<file path="src/pkg/ext_link_regs.svh">
// Constants for the extended-mode record link
`ifndef EXT_LINK_REGS_SVH
`define EXT_LINK_REGS_SVH
`define CMD_SELFTEST 8'h5A
`define CMD_LOGIN 8'h69
`define CMD_LOGOUT 8'h6F
`define CMD_STATUS 8'h73
`define CMD_RESEND 8'h72
`define CMD_ACK 8'h61
`define CMD_DISPLAY 8'h64
`define CMD_RELAY 8'h6C
`define CMD_PUNCH_SET 8'h70
`define CMD_PUNCH_GET 8'h75
`define PUNCH_MAX 8'h0A
`define LEN_MAX_JIS 7'h45
`define LEN_MAX_TRK1 7'h4C
`define LEN_MAX_TRK2 7'h25
`define DEF_YEAR 16'h1999
`define DEF_MONTH 8'h01
`define DEF_DAY 8'h01
`define CLK_HZ 25000000
`define ACK_WAIT_S 5
`define NEXT_GAP_S 1
`define INIT_S 25
`define SEC_CYCLES `CLK_HZ
`endif

</file>
<file path="src/pkg/ext_link_pkg.sv">
// Types for the extended-mode record link
package ext_link_pkg;
   typedef enum logic [1:0] {
      ERR_NONE = 2'h0,
      ERR_PARAM = 2'h1,
      ERR_FAILED = 2'h2,
      ERR_DENIED = 2'h3
   } err_t;
   typedef enum logic [1:0] {
      FMT_JIS = 2'h0,
      FMT_TRK1 = 2'h1,
      FMT_TRK2 = 2'h2
   } card_fmt_t;
   typedef struct packed {
      logic [7:0] code;
      logic [15:0] digits;
      logic [7:0] secs;
      logic [7:0] value;
   } cmd_t;
   typedef struct packed {
      logic [15:0] number;
      logic [6:0] id_len;
      logic [7:0] event_code;
      logic [15:0] year;
      logic [7:0] month;
      logic [7:0] day;
      logic [7:0] hour;
      logic [7:0] minute;
      logic [7:0] second;
   } rec_t;
   typedef struct packed {
      logic ack;
      err_t err;
      logic status_valid;
      logic [7:0] status_value;
   } reply_t;
   typedef enum logic [1:0] {
      ST_IDLE = 2'b00,
      ST_WAIT = 2'b01,
      ST_GAP = 2'b10,
      ST_INIT = 2'b11
   } push_st_t;
endpackage : ext_link_pkg

</file>
<file path="src/hw/ext_link.sv">
// Extended command handler and record push engine
`timescale 1ns/1ns
`default_nettype none
`include "ext_link_regs.svh"
module ext_link
   import ext_link_pkg::*;
#(
   parameter int unsigned SEC_CYC = `SEC_CYCLES
) (
   input wire logic sys_clk, // Clock
   input wire logic rst_b, // Async reset
   input wire logic clk_en, // Freezes state when low
   input wire logic cmd_valid, // Decoded command strobe
   input wire cmd_t cmd, // Decoded command
   input wire logic realtime_en, // Real-time transmission on
   input wire logic relay_is_bell, // Relay drives bell
   input wire logic test_armed, // Test mode armed (nonvolatile)
   input wire logic card_valid, // New captured record
   input wire rec_t card_rec, // Captured record fields
   input wire logic date_ok, // Date field valid
   input wire logic time_ok, // Time field valid
   input wire card_fmt_t card_fmt, // Card encoding
   input wire logic [7:0] id_in, // ID byte to clean
   output logic card_ready, // Card reads accepted
   output logic store_req, // Store record pulse
   output logic reply_valid, // Reply strobe
   output reply_t reply, // Reply content
   output logic push_valid, // Push record strobe
   output rec_t push_rec, // Pushed record
   output logic id_zero, // Replace ID with ten zeros
   output logic [7:0] id_out, // Cleaned ID byte
   output logic arm_test, // Arm test mode pulse
   output logic init_busy, // Init shown on display
   output logic disp_valid, // Show message
   output logic [15:0] disp_digits, // Message digits
   output logic [7:0] relay_secs, // Relay activation seconds
   output logic [7:0] punch_count, // Stored punch count
   output logic ext_mode // Extended mode flag
);
   // ----------------------------------------
   // Timing
   // ----------------------------------------
   localparam logic [31:0] WAIT_CYC = 32'(`ACK_WAIT_S * SEC_CYC);
   localparam logic [31:0] GAP_CYC = 32'(`NEXT_GAP_S * SEC_CYC);
   localparam logic [31:0] INIT_CYC = 32'(`INIT_S * SEC_CYC);

   push_st_t state;
   logic [31:0] timer;
   logic [31:0] disp_timer;
   logic [7:0] punches;
   logic pend;
   logic fire;
   logic is_ack;
   logic push_mode;
   logic [6:0] len_max;
   logic boot; // First enabled edge after reset

   assign is_ack = cmd_valid && cmd.code == `CMD_ACK;
   assign push_mode = ext_mode || realtime_en;
   assign card_ready = state != ST_INIT && !(ext_mode && state == ST_WAIT);
   assign init_busy = state == ST_INIT;

   // Sanitise ID bytes and length
   always_comb begin
      unique case (card_fmt)
         FMT_TRK1: len_max = `LEN_MAX_TRK1;
         FMT_TRK2: len_max = `LEN_MAX_TRK2;
         default: len_max = `LEN_MAX_JIS;
      endcase
   end
   assign id_out = (id_in < 8'h20 || id_in > 8'h7F) ? 8'h5F : id_in;
   assign id_zero = push_rec.id_len == 7'h00 || push_rec.id_len > len_max;

   // ----------------------------------------
   // Command decode
   // ----------------------------------------
   always_ff @(posedge sys_clk or negedge rst_b) begin
      if (!rst_b) begin
         ext_mode <= 1'b0;
         reply_valid <= 1'b0;
         reply <= '0;
         arm_test <= 1'b0;
         relay_secs <= 8'h00;
         punch_count <= 8'h00;
         disp_valid <= 1'b0;
         disp_digits <= 16'h0000;
         disp_timer <= 32'h0;
         punches <= 8'h00;
      end else if (clk_en) begin
         reply_valid <= 1'b0;
         arm_test <= 1'b0;
         reply <= '0;
         if (disp_timer != 32'h0) begin
            disp_timer <= disp_timer - 32'h1;
         end else begin
            disp_valid <= 1'b0;
         end
         if (card_valid && card_ready && ext_mode && punch_count != 8'h00) begin
            if (punches + 8'h01 >= punch_count) begin
               ext_mode <= 1'b0;
               punches <= 8'h00;
            end else begin
               punches <= punches + 8'h01;
            end
         end
         if (cmd_valid) begin
            unique case (cmd.code)
               `CMD_SELFTEST: begin
                  if (realtime_en && pend) begin
                     reply_valid <= 1'b1;
                     reply.err <= ERR_DENIED;
                  end else begin
                     arm_test <= 1'b1;
                  end
               end
               `CMD_LOGIN: begin
                  reply_valid <= 1'b1;
                  if (realtime_en) begin
                     reply.err <= ERR_DENIED;
                  end else begin
                     ext_mode <= 1'b1;
                     punches <= 8'h00;
                     reply.ack <= 1'b1;
                  end
               end
               `CMD_LOGOUT: begin
                  ext_mode <= 1'b0;
                  reply_valid <= 1'b1;
                  reply.ack <= 1'b1;
               end
               `CMD_STATUS: begin
                  reply_valid <= 1'b1;
                  reply.ack <= 1'b1;
                  reply.status_valid <= 1'b1;
                  reply.status_value <= {7'h00, ext_mode};
               end
               `CMD_PUNCH_GET: begin
                  reply_valid <= 1'b1;
                  if (!ext_mode) begin
                     reply.err <= ERR_DENIED;
                  end else begin
                     reply.ack <= 1'b1;
                     reply.status_valid <= 1'b1;
                     reply.status_value <= punch_count;
                  end
               end
               `CMD_ACK: begin
               end
               `CMD_RESEND: begin
                  if (!ext_mode) begin
                     reply_valid <= 1'b1;
                     reply.err <= ERR_DENIED;
                  end
               end
               default: begin
                  reply_valid <= 1'b1;
                  if (!ext_mode) begin
                     reply.err <= ERR_DENIED;
                  end else if (cmd.code == `CMD_DISPLAY) begin
                     if (cmd.secs == 8'h00 || cmd.secs > 8'h63) begin
                        reply.err <= ERR_PARAM;
                     end else begin
                        disp_valid <= 1'b1;
                        disp_digits <= cmd.digits;
                        disp_timer <= 32'(cmd.secs * SEC_CYC);
                        reply.ack <= 1'b1;
                     end
                  end else if (cmd.code == `CMD_RELAY) begin
                     if (relay_is_bell) begin
                        reply.err <= ERR_FAILED;
                     end else if (cmd.secs == 8'h00 || cmd.secs > 8'h63) begin
                        reply.err <= ERR_PARAM;
                     end else begin
                        relay_secs <= cmd.secs;
                        reply.ack <= 1'b1;
                     end
                  end else if (cmd.code == `CMD_PUNCH_SET) begin
                     if (cmd.value > `PUNCH_MAX) begin
                        reply.err <= ERR_PARAM;
                     end else begin
                        punch_count <= cmd.value;
                        punches <= 8'h00;
                        reply.ack <= 1'b1;
                     end
                  end else begin
                     reply.err <= ERR_FAILED;
                  end
               end
            endcase
         end
      end
   end

   // ----------------------------------------
   // Record push engine
   // ----------------------------------------
   assign fire = timer == 32'h0;

   // Push, ack wait, resend and pacing
   always_ff @(posedge sys_clk or negedge rst_b) begin
      if (!rst_b) begin
         state <= ST_INIT;
         timer <= 32'h1;
         pend <= 1'b0;
         push_valid <= 1'b0;
         push_rec <= '0;
         store_req <= 1'b0;
         boot <= 1'b1;
      end else if (clk_en) begin
         push_valid <= 1'b0;
         store_req <= 1'b0;
         if (!fire) begin
            timer <= timer - 32'h1;
         end
         if (card_valid && card_ready) begin
            store_req <= 1'b1;
            push_rec <= card_rec;
            if (!date_ok) begin
               push_rec.year <= `DEF_YEAR;
               push_rec.month <= `DEF_MONTH;
               push_rec.day <= `DEF_DAY;
            end
            if (!time_ok) begin
               push_rec.hour <= 8'h00;
               push_rec.minute <= 8'h00;
               push_rec.second <= 8'h00;
            end
            if (card_rec.event_code > 8'h01) begin
               push_rec.event_code <= 8'h00;
            end
            pend <= push_mode;
         end
         unique case (state)
            ST_INIT: begin
               // Only the first edge may start the restore, or it would reload forever
               boot <= 1'b0;
               if (boot && test_armed) begin
                  timer <= INIT_CYC;
               end else if (fire) begin
                  state <= ST_IDLE;
               end
            end
            ST_IDLE: begin
               if (pend) begin
                  push_valid <= 1'b1;
                  timer <= WAIT_CYC;
                  state <= ST_WAIT;
               end
            end
            ST_WAIT: begin
               if (is_ack) begin
                  pend <= card_valid && card_ready && push_mode;
                  timer <= GAP_CYC;
                  state <= ST_GAP;
               end else if ((cmd_valid && cmd.code == `CMD_RESEND && ext_mode) || fire) begin
                  push_valid <= 1'b1;
                  timer <= WAIT_CYC;
               end
            end
            ST_GAP: begin
               if (fire) begin
                  state <= ST_IDLE;
               end
            end
         endcase
      end
   end
endmodule : ext_link
`default_nettype wire

</file>
<file path="config.mk">
export PLATFORM = sky130hd
export DESIGN_NAME = ext_link
export DESIGN_NICKNAME = d
export VERILOG_FILES = /design/src/pkg/ext_link_pkg.sv /design/src/hw/ext_link.sv
export VERILOG_INCLUDE_DIRS = /design/src /design/src/pkg
export SDC_FILE = /design/constraint.sdc
export NUM_CORES = 1
export LEC_CHECK = 0
export ABC_AREA = 1
export CAP_MARGIN = 20
export CORE_MARGIN = 3
export CORE_UTILIZATION = 48
export DETAILED_ROUTE_END_ITERATION = 8
export DONT_BUFFER_PORTS = 1
export PLACE_DENSITY = 0.65
export SLEW_MARGIN = 20
export SYNTH_ARGS = -nofsm -noshare
export SYNTH_HDL_FRONTEND = slang
export SYNTH_SLANG_ARGS = --single-unit
</file>
<file path="constraint.sdc">
create_clock -name sys_clk -period 1.95 [get_ports sys_clk]
set_input_delay 0.195 -clock sys_clk [delete_from_list [all_inputs] [get_ports sys_clk]]
set_output_delay 0.195 -clock sys_clk [all_outputs]
set_load 0.01 [all_outputs]
</file>
==> impl_metrics.env <==
export IMPL_outcome="complete, but fails checks"
export IMPL_violations="hold timing, setup timing"
export IMPL_slew_violations=0
export IMPL_synthesis_area_mm2=0.01484
export IMPL_wl_per_cell_um=18.80
export IMPL_final_area_mm2=0.01975
export IMPL_drtAntennaViolNets=0
export IMPL_clkSinkCount=213
export IMPL_pwr_density_cell_mw_per_mm2=1238
export IMPL_rows=63
export IMPL_arrival_ns=3.60
export IMPL_synthArstFlopShare_pct=100.0
export IMPL_core_mm2=0.03003
export IMPL_reg2regPathDepth=13
export IMPL_die_height_um=181.8
export IMPL_synth_seq_area_share_pct=35.96
export IMPL_synth_commonest_cells="nand2_1 (596), inv_1 (292), nor2_1 (230), dfrtp_1 (209), nand3_1 (172)"
export IMPL_synth_cell_types=54
export IMPL_drive_gt1_share_pct=22.53
export IMPL_crit_type="primary input to register"
export IMPL_drc=0
export IMPL_dpl_hpwl_mm=36.40
export IMPL_final_min_clock_period_ns=3.184
export IMPL_finalSetupViolations=28
export IMPL_first_pass_iters=7
export IMPL_critical_path_max_stage_delay_ns=0.52
export IMPL_crit_required_ns=2.36
export IMPL_hold_path_class="primary input to asynchronous set/reset pin"
export IMPL_start_util_pct=49.41
export IMPL_clock_latency_ns=0.54
export IMPL_dp_cells=2532
export IMPL_die_area_mm2=0.03306
export IMPL_dr_total_vias=14770
export IMPL_track_usage_pct=30.17
export IMPL_grt_max_degree=214
export IMPL_routed_wl_mm=51.51
export IMPL_area_growth_pct=33.10
export IMPL_yosys_most_used_dff="dfrtp_1"
export IMPL_overflow=0
export IMPL_path_buf_inv=4
export IMPL_cts_buffers=25
export IMPL_yosysWarnings=0
export IMPL_hold_ws_ns=-0.6277
export IMPL_cpMaxStageDelayCell="fa_2"
export IMPL_ff_latch_area_mm2=0.005340
export IMPL_yosysTopAreaCellShare_pct=35.25
export IMPL_cts_tree="done"
export IMPL_ioPinCount=295
export IMPL_path_cells="fa_2 -> buf_4 -> fa_2 -> inv_2 -> fa_1 -> fa_1 -> inv_2 -> ha_4 -> nand2_2 -> nor2_4 -> buf_4 -> nand3b_1 -> nand2_1 -> nand2_1 -> nand3_1 -> nand3_1 -> nand2_1 -> nand2_1"
export IMPL_syn_num_nets=2297
export IMPL_syn_area_per_cell_um2=7.274
export IMPL_fin_crit_sh_pct=163.3
export IMPL_timing_slew_headroom_pct=36.93
export IMPL_port_buffers=0
export IMPL_clockBufferDepth=3
export IMPL_clk_pin_slew_ns=0.06
export IMPL_yosysMostFrequentCell="nand2_1"
export IMPL_fin_cells=2740
export IMPL_nets=2586
export IMPL_htree_num_levels=1
export IMPL_die_w_um=181.8
export IMPL_hold_viol=213
export IMPL_grt_pass1_wl_mm=80.61
export IMPL_fin_skew_ns=0.02105
export IMPL_rsz0062_at_grt="true"
export IMPL_crit_path_start_kind="primary input"
export IMPL_leakage_nw=9.944
export IMPL_critPathTopFamily="adder cells"
export IMPL_placed_area_mm2=0.01656
export IMPL_fmax_mhz=314.1
export IMPL_routabilityCongestion=0.9605
export IMPL_end_kind="register"
export IMPL_yosysTopAreaCell="dfrtp_1"
export IMPL_timing_final_ws_setup_ns=-1.234
export IMPL_cp_max_fo=10
export IMPL_netlist_instances=2040
export IMPL_vdd_drop_max_mv=0.8447
export IMPL_fill_cells=2449
export IMPL_multi_input_area_mm2=0.009060
export IMPL_p_total_w=0.02446
export IMPL_drtIter0Drc=1219
export IMPL_path_common_cell="nand2_1"
export IMPL_drv_cap=0
export IMPL_post_route_util_pct=65.76
export IMPL_antenna_found_initial=3
export IMPL_yosys_top_cells_area="dfrtp_1 (35%), nand2_1 (15%), inv_1 (7.4%), ha_1 (5.9%), nor2_1 (5.8%)"
export IMPL_tightest_slew_ns=0.9430
export IMPL_first_global_vias=14860
export IMPL_synth_edff_count=0
export IMPL_ctsRootBufferMaster="clkbuf_16"
export IMPL_synth_seq_cells=213
export IMPL_vias_per_cell=5.391
export IMPL_cp_depth=18
==> where the power goes <==
group,switching [W],total (W),internal (W)
logic,0.00709,0.0126,0.00555
registers,0.00157,0.00709,0.00552
clock network,0.00195,0.00472,0.00277
total,0.0106,0.0245,0.0138
==> sequential cells by signal, summed over array words and instances (netlist names) <==
name and cells:
arm_test 1, boot 1, disp_digits 16, disp_timer 32, disp_valid 1, ext_mode 1
pend 1, punch_count 8, punches 8, push_rec 87, push_valid 1, relay_secs 8
reply 12, reply_valid 1, state 2, store_req 1, timer 32
==> layout by cell type (no fill, tap or decap), types with 9 or more instances in the layout <==
master	netlist	layout
nand2_1	596	549
inv_1	292	257
nor2_1	230	205
dfrtp_1	209	205
buf_4	2	156
nand3_1	172	139
dlygate4sd3_1	0	131
o21ai_0	74	69
nand2_2	18	54
ha_1	70	45
inv_2	12	40
a21oi_1	52	39
nand3_2	6	37
fa_1	40	34
nand4_1	33	33
xor2_1	30	26
nor2_2	17	26
nor2_4	9	25
clkbuf_16	0	25
ha_4	0	22
buf_6	5	19
o21ai_1	14	18
a21oi_2	5	16
nand2_4	4	15
o21ai_2	15	15
nor3_1	14	12
xnor2_1	13	9
clkbuf_1	20	9
==> layer usage <==
metal / track usage, % / up-vias / wire [um]
met3: 6.270 / 140 / 4114
met4: 11.67 / 0 / 2440
met5: 0 / - / 0
li1: - / 6960 / -
met2: 48.37 / 680 / 23500
met1: 40.31 / 6992 / 21460
==> cell type report <==
cell class / count / share of cell area [%]
Antenna cell: 2 / 0.02534
Clock buffer: 37 / 3.548
Clock inverter: 9 / 0.5892
Inverter: 306 / 5.949
Multi-Input combinational cell: 1469 / 45.88
Sequential cell: 213 / 27.04
Tap cell: 390 / 2.471
Timing Repair Buffer: 314 / 14.50
==> metrics by stage <==
step	worst slack, ns	setup TNS (ns)
floorplan	-1.515	-22.75
global placement	-1.712	-29.71
detailed placement	-1.769	-31.80
CTS	-1.145	-19.39
global route	-1.369	-25.47
finish	-1.234	-21.56
==> logic make-up (layout without fill, tap and decap cells) <==
| logic type | count (synthesis) | after routing | synth area share [%] |
|---|---|---|---|
| buffers and inverters | 358 | 666 | 9.663 |
| AO/OA/AOI/OAI | 188 | 188 | 7.286 |
| AND/OR/NAND/NOR | 1126 | 1126 | 33.16 |
| multiplexers | 1 | 1 | 0.06746 |
| adder cells (fa/ha/maj) | 110 | 110 | 11.30 |
| other | 1 | 3 | 0.02527 |
| XOR/XNOR | 43 | 43 | 2.538 |
| flip-flops | 213 | 213 | 35.96 |
==> final timing paths <==
check,from,end,slack [ns]
setup / recovery,cmd[13],disp_timer[27],-1.23
hold / removal,rst_b,timer[3],-0.63
setup reg to reg,punches[0],ext_mode,-0.39
hold reg to reg,boot,boot,0.47
max in group asynchronous,rst_b,push_rec[29],2.16
min in group sys_clk,cmd[13],disp_timer[11],0.01
==> what timing repair did <==
item | in CTS | in global routing
hold buffers | 132 | 1
resized for setup | 88 | 124
setup buffers | 6 | 23
endpoints found under the hold margin | 395 | 215
endpoints found under the setup margin | 47 | 70
pin swaps | 53 | 93
(Power assumes the default switching activity.)
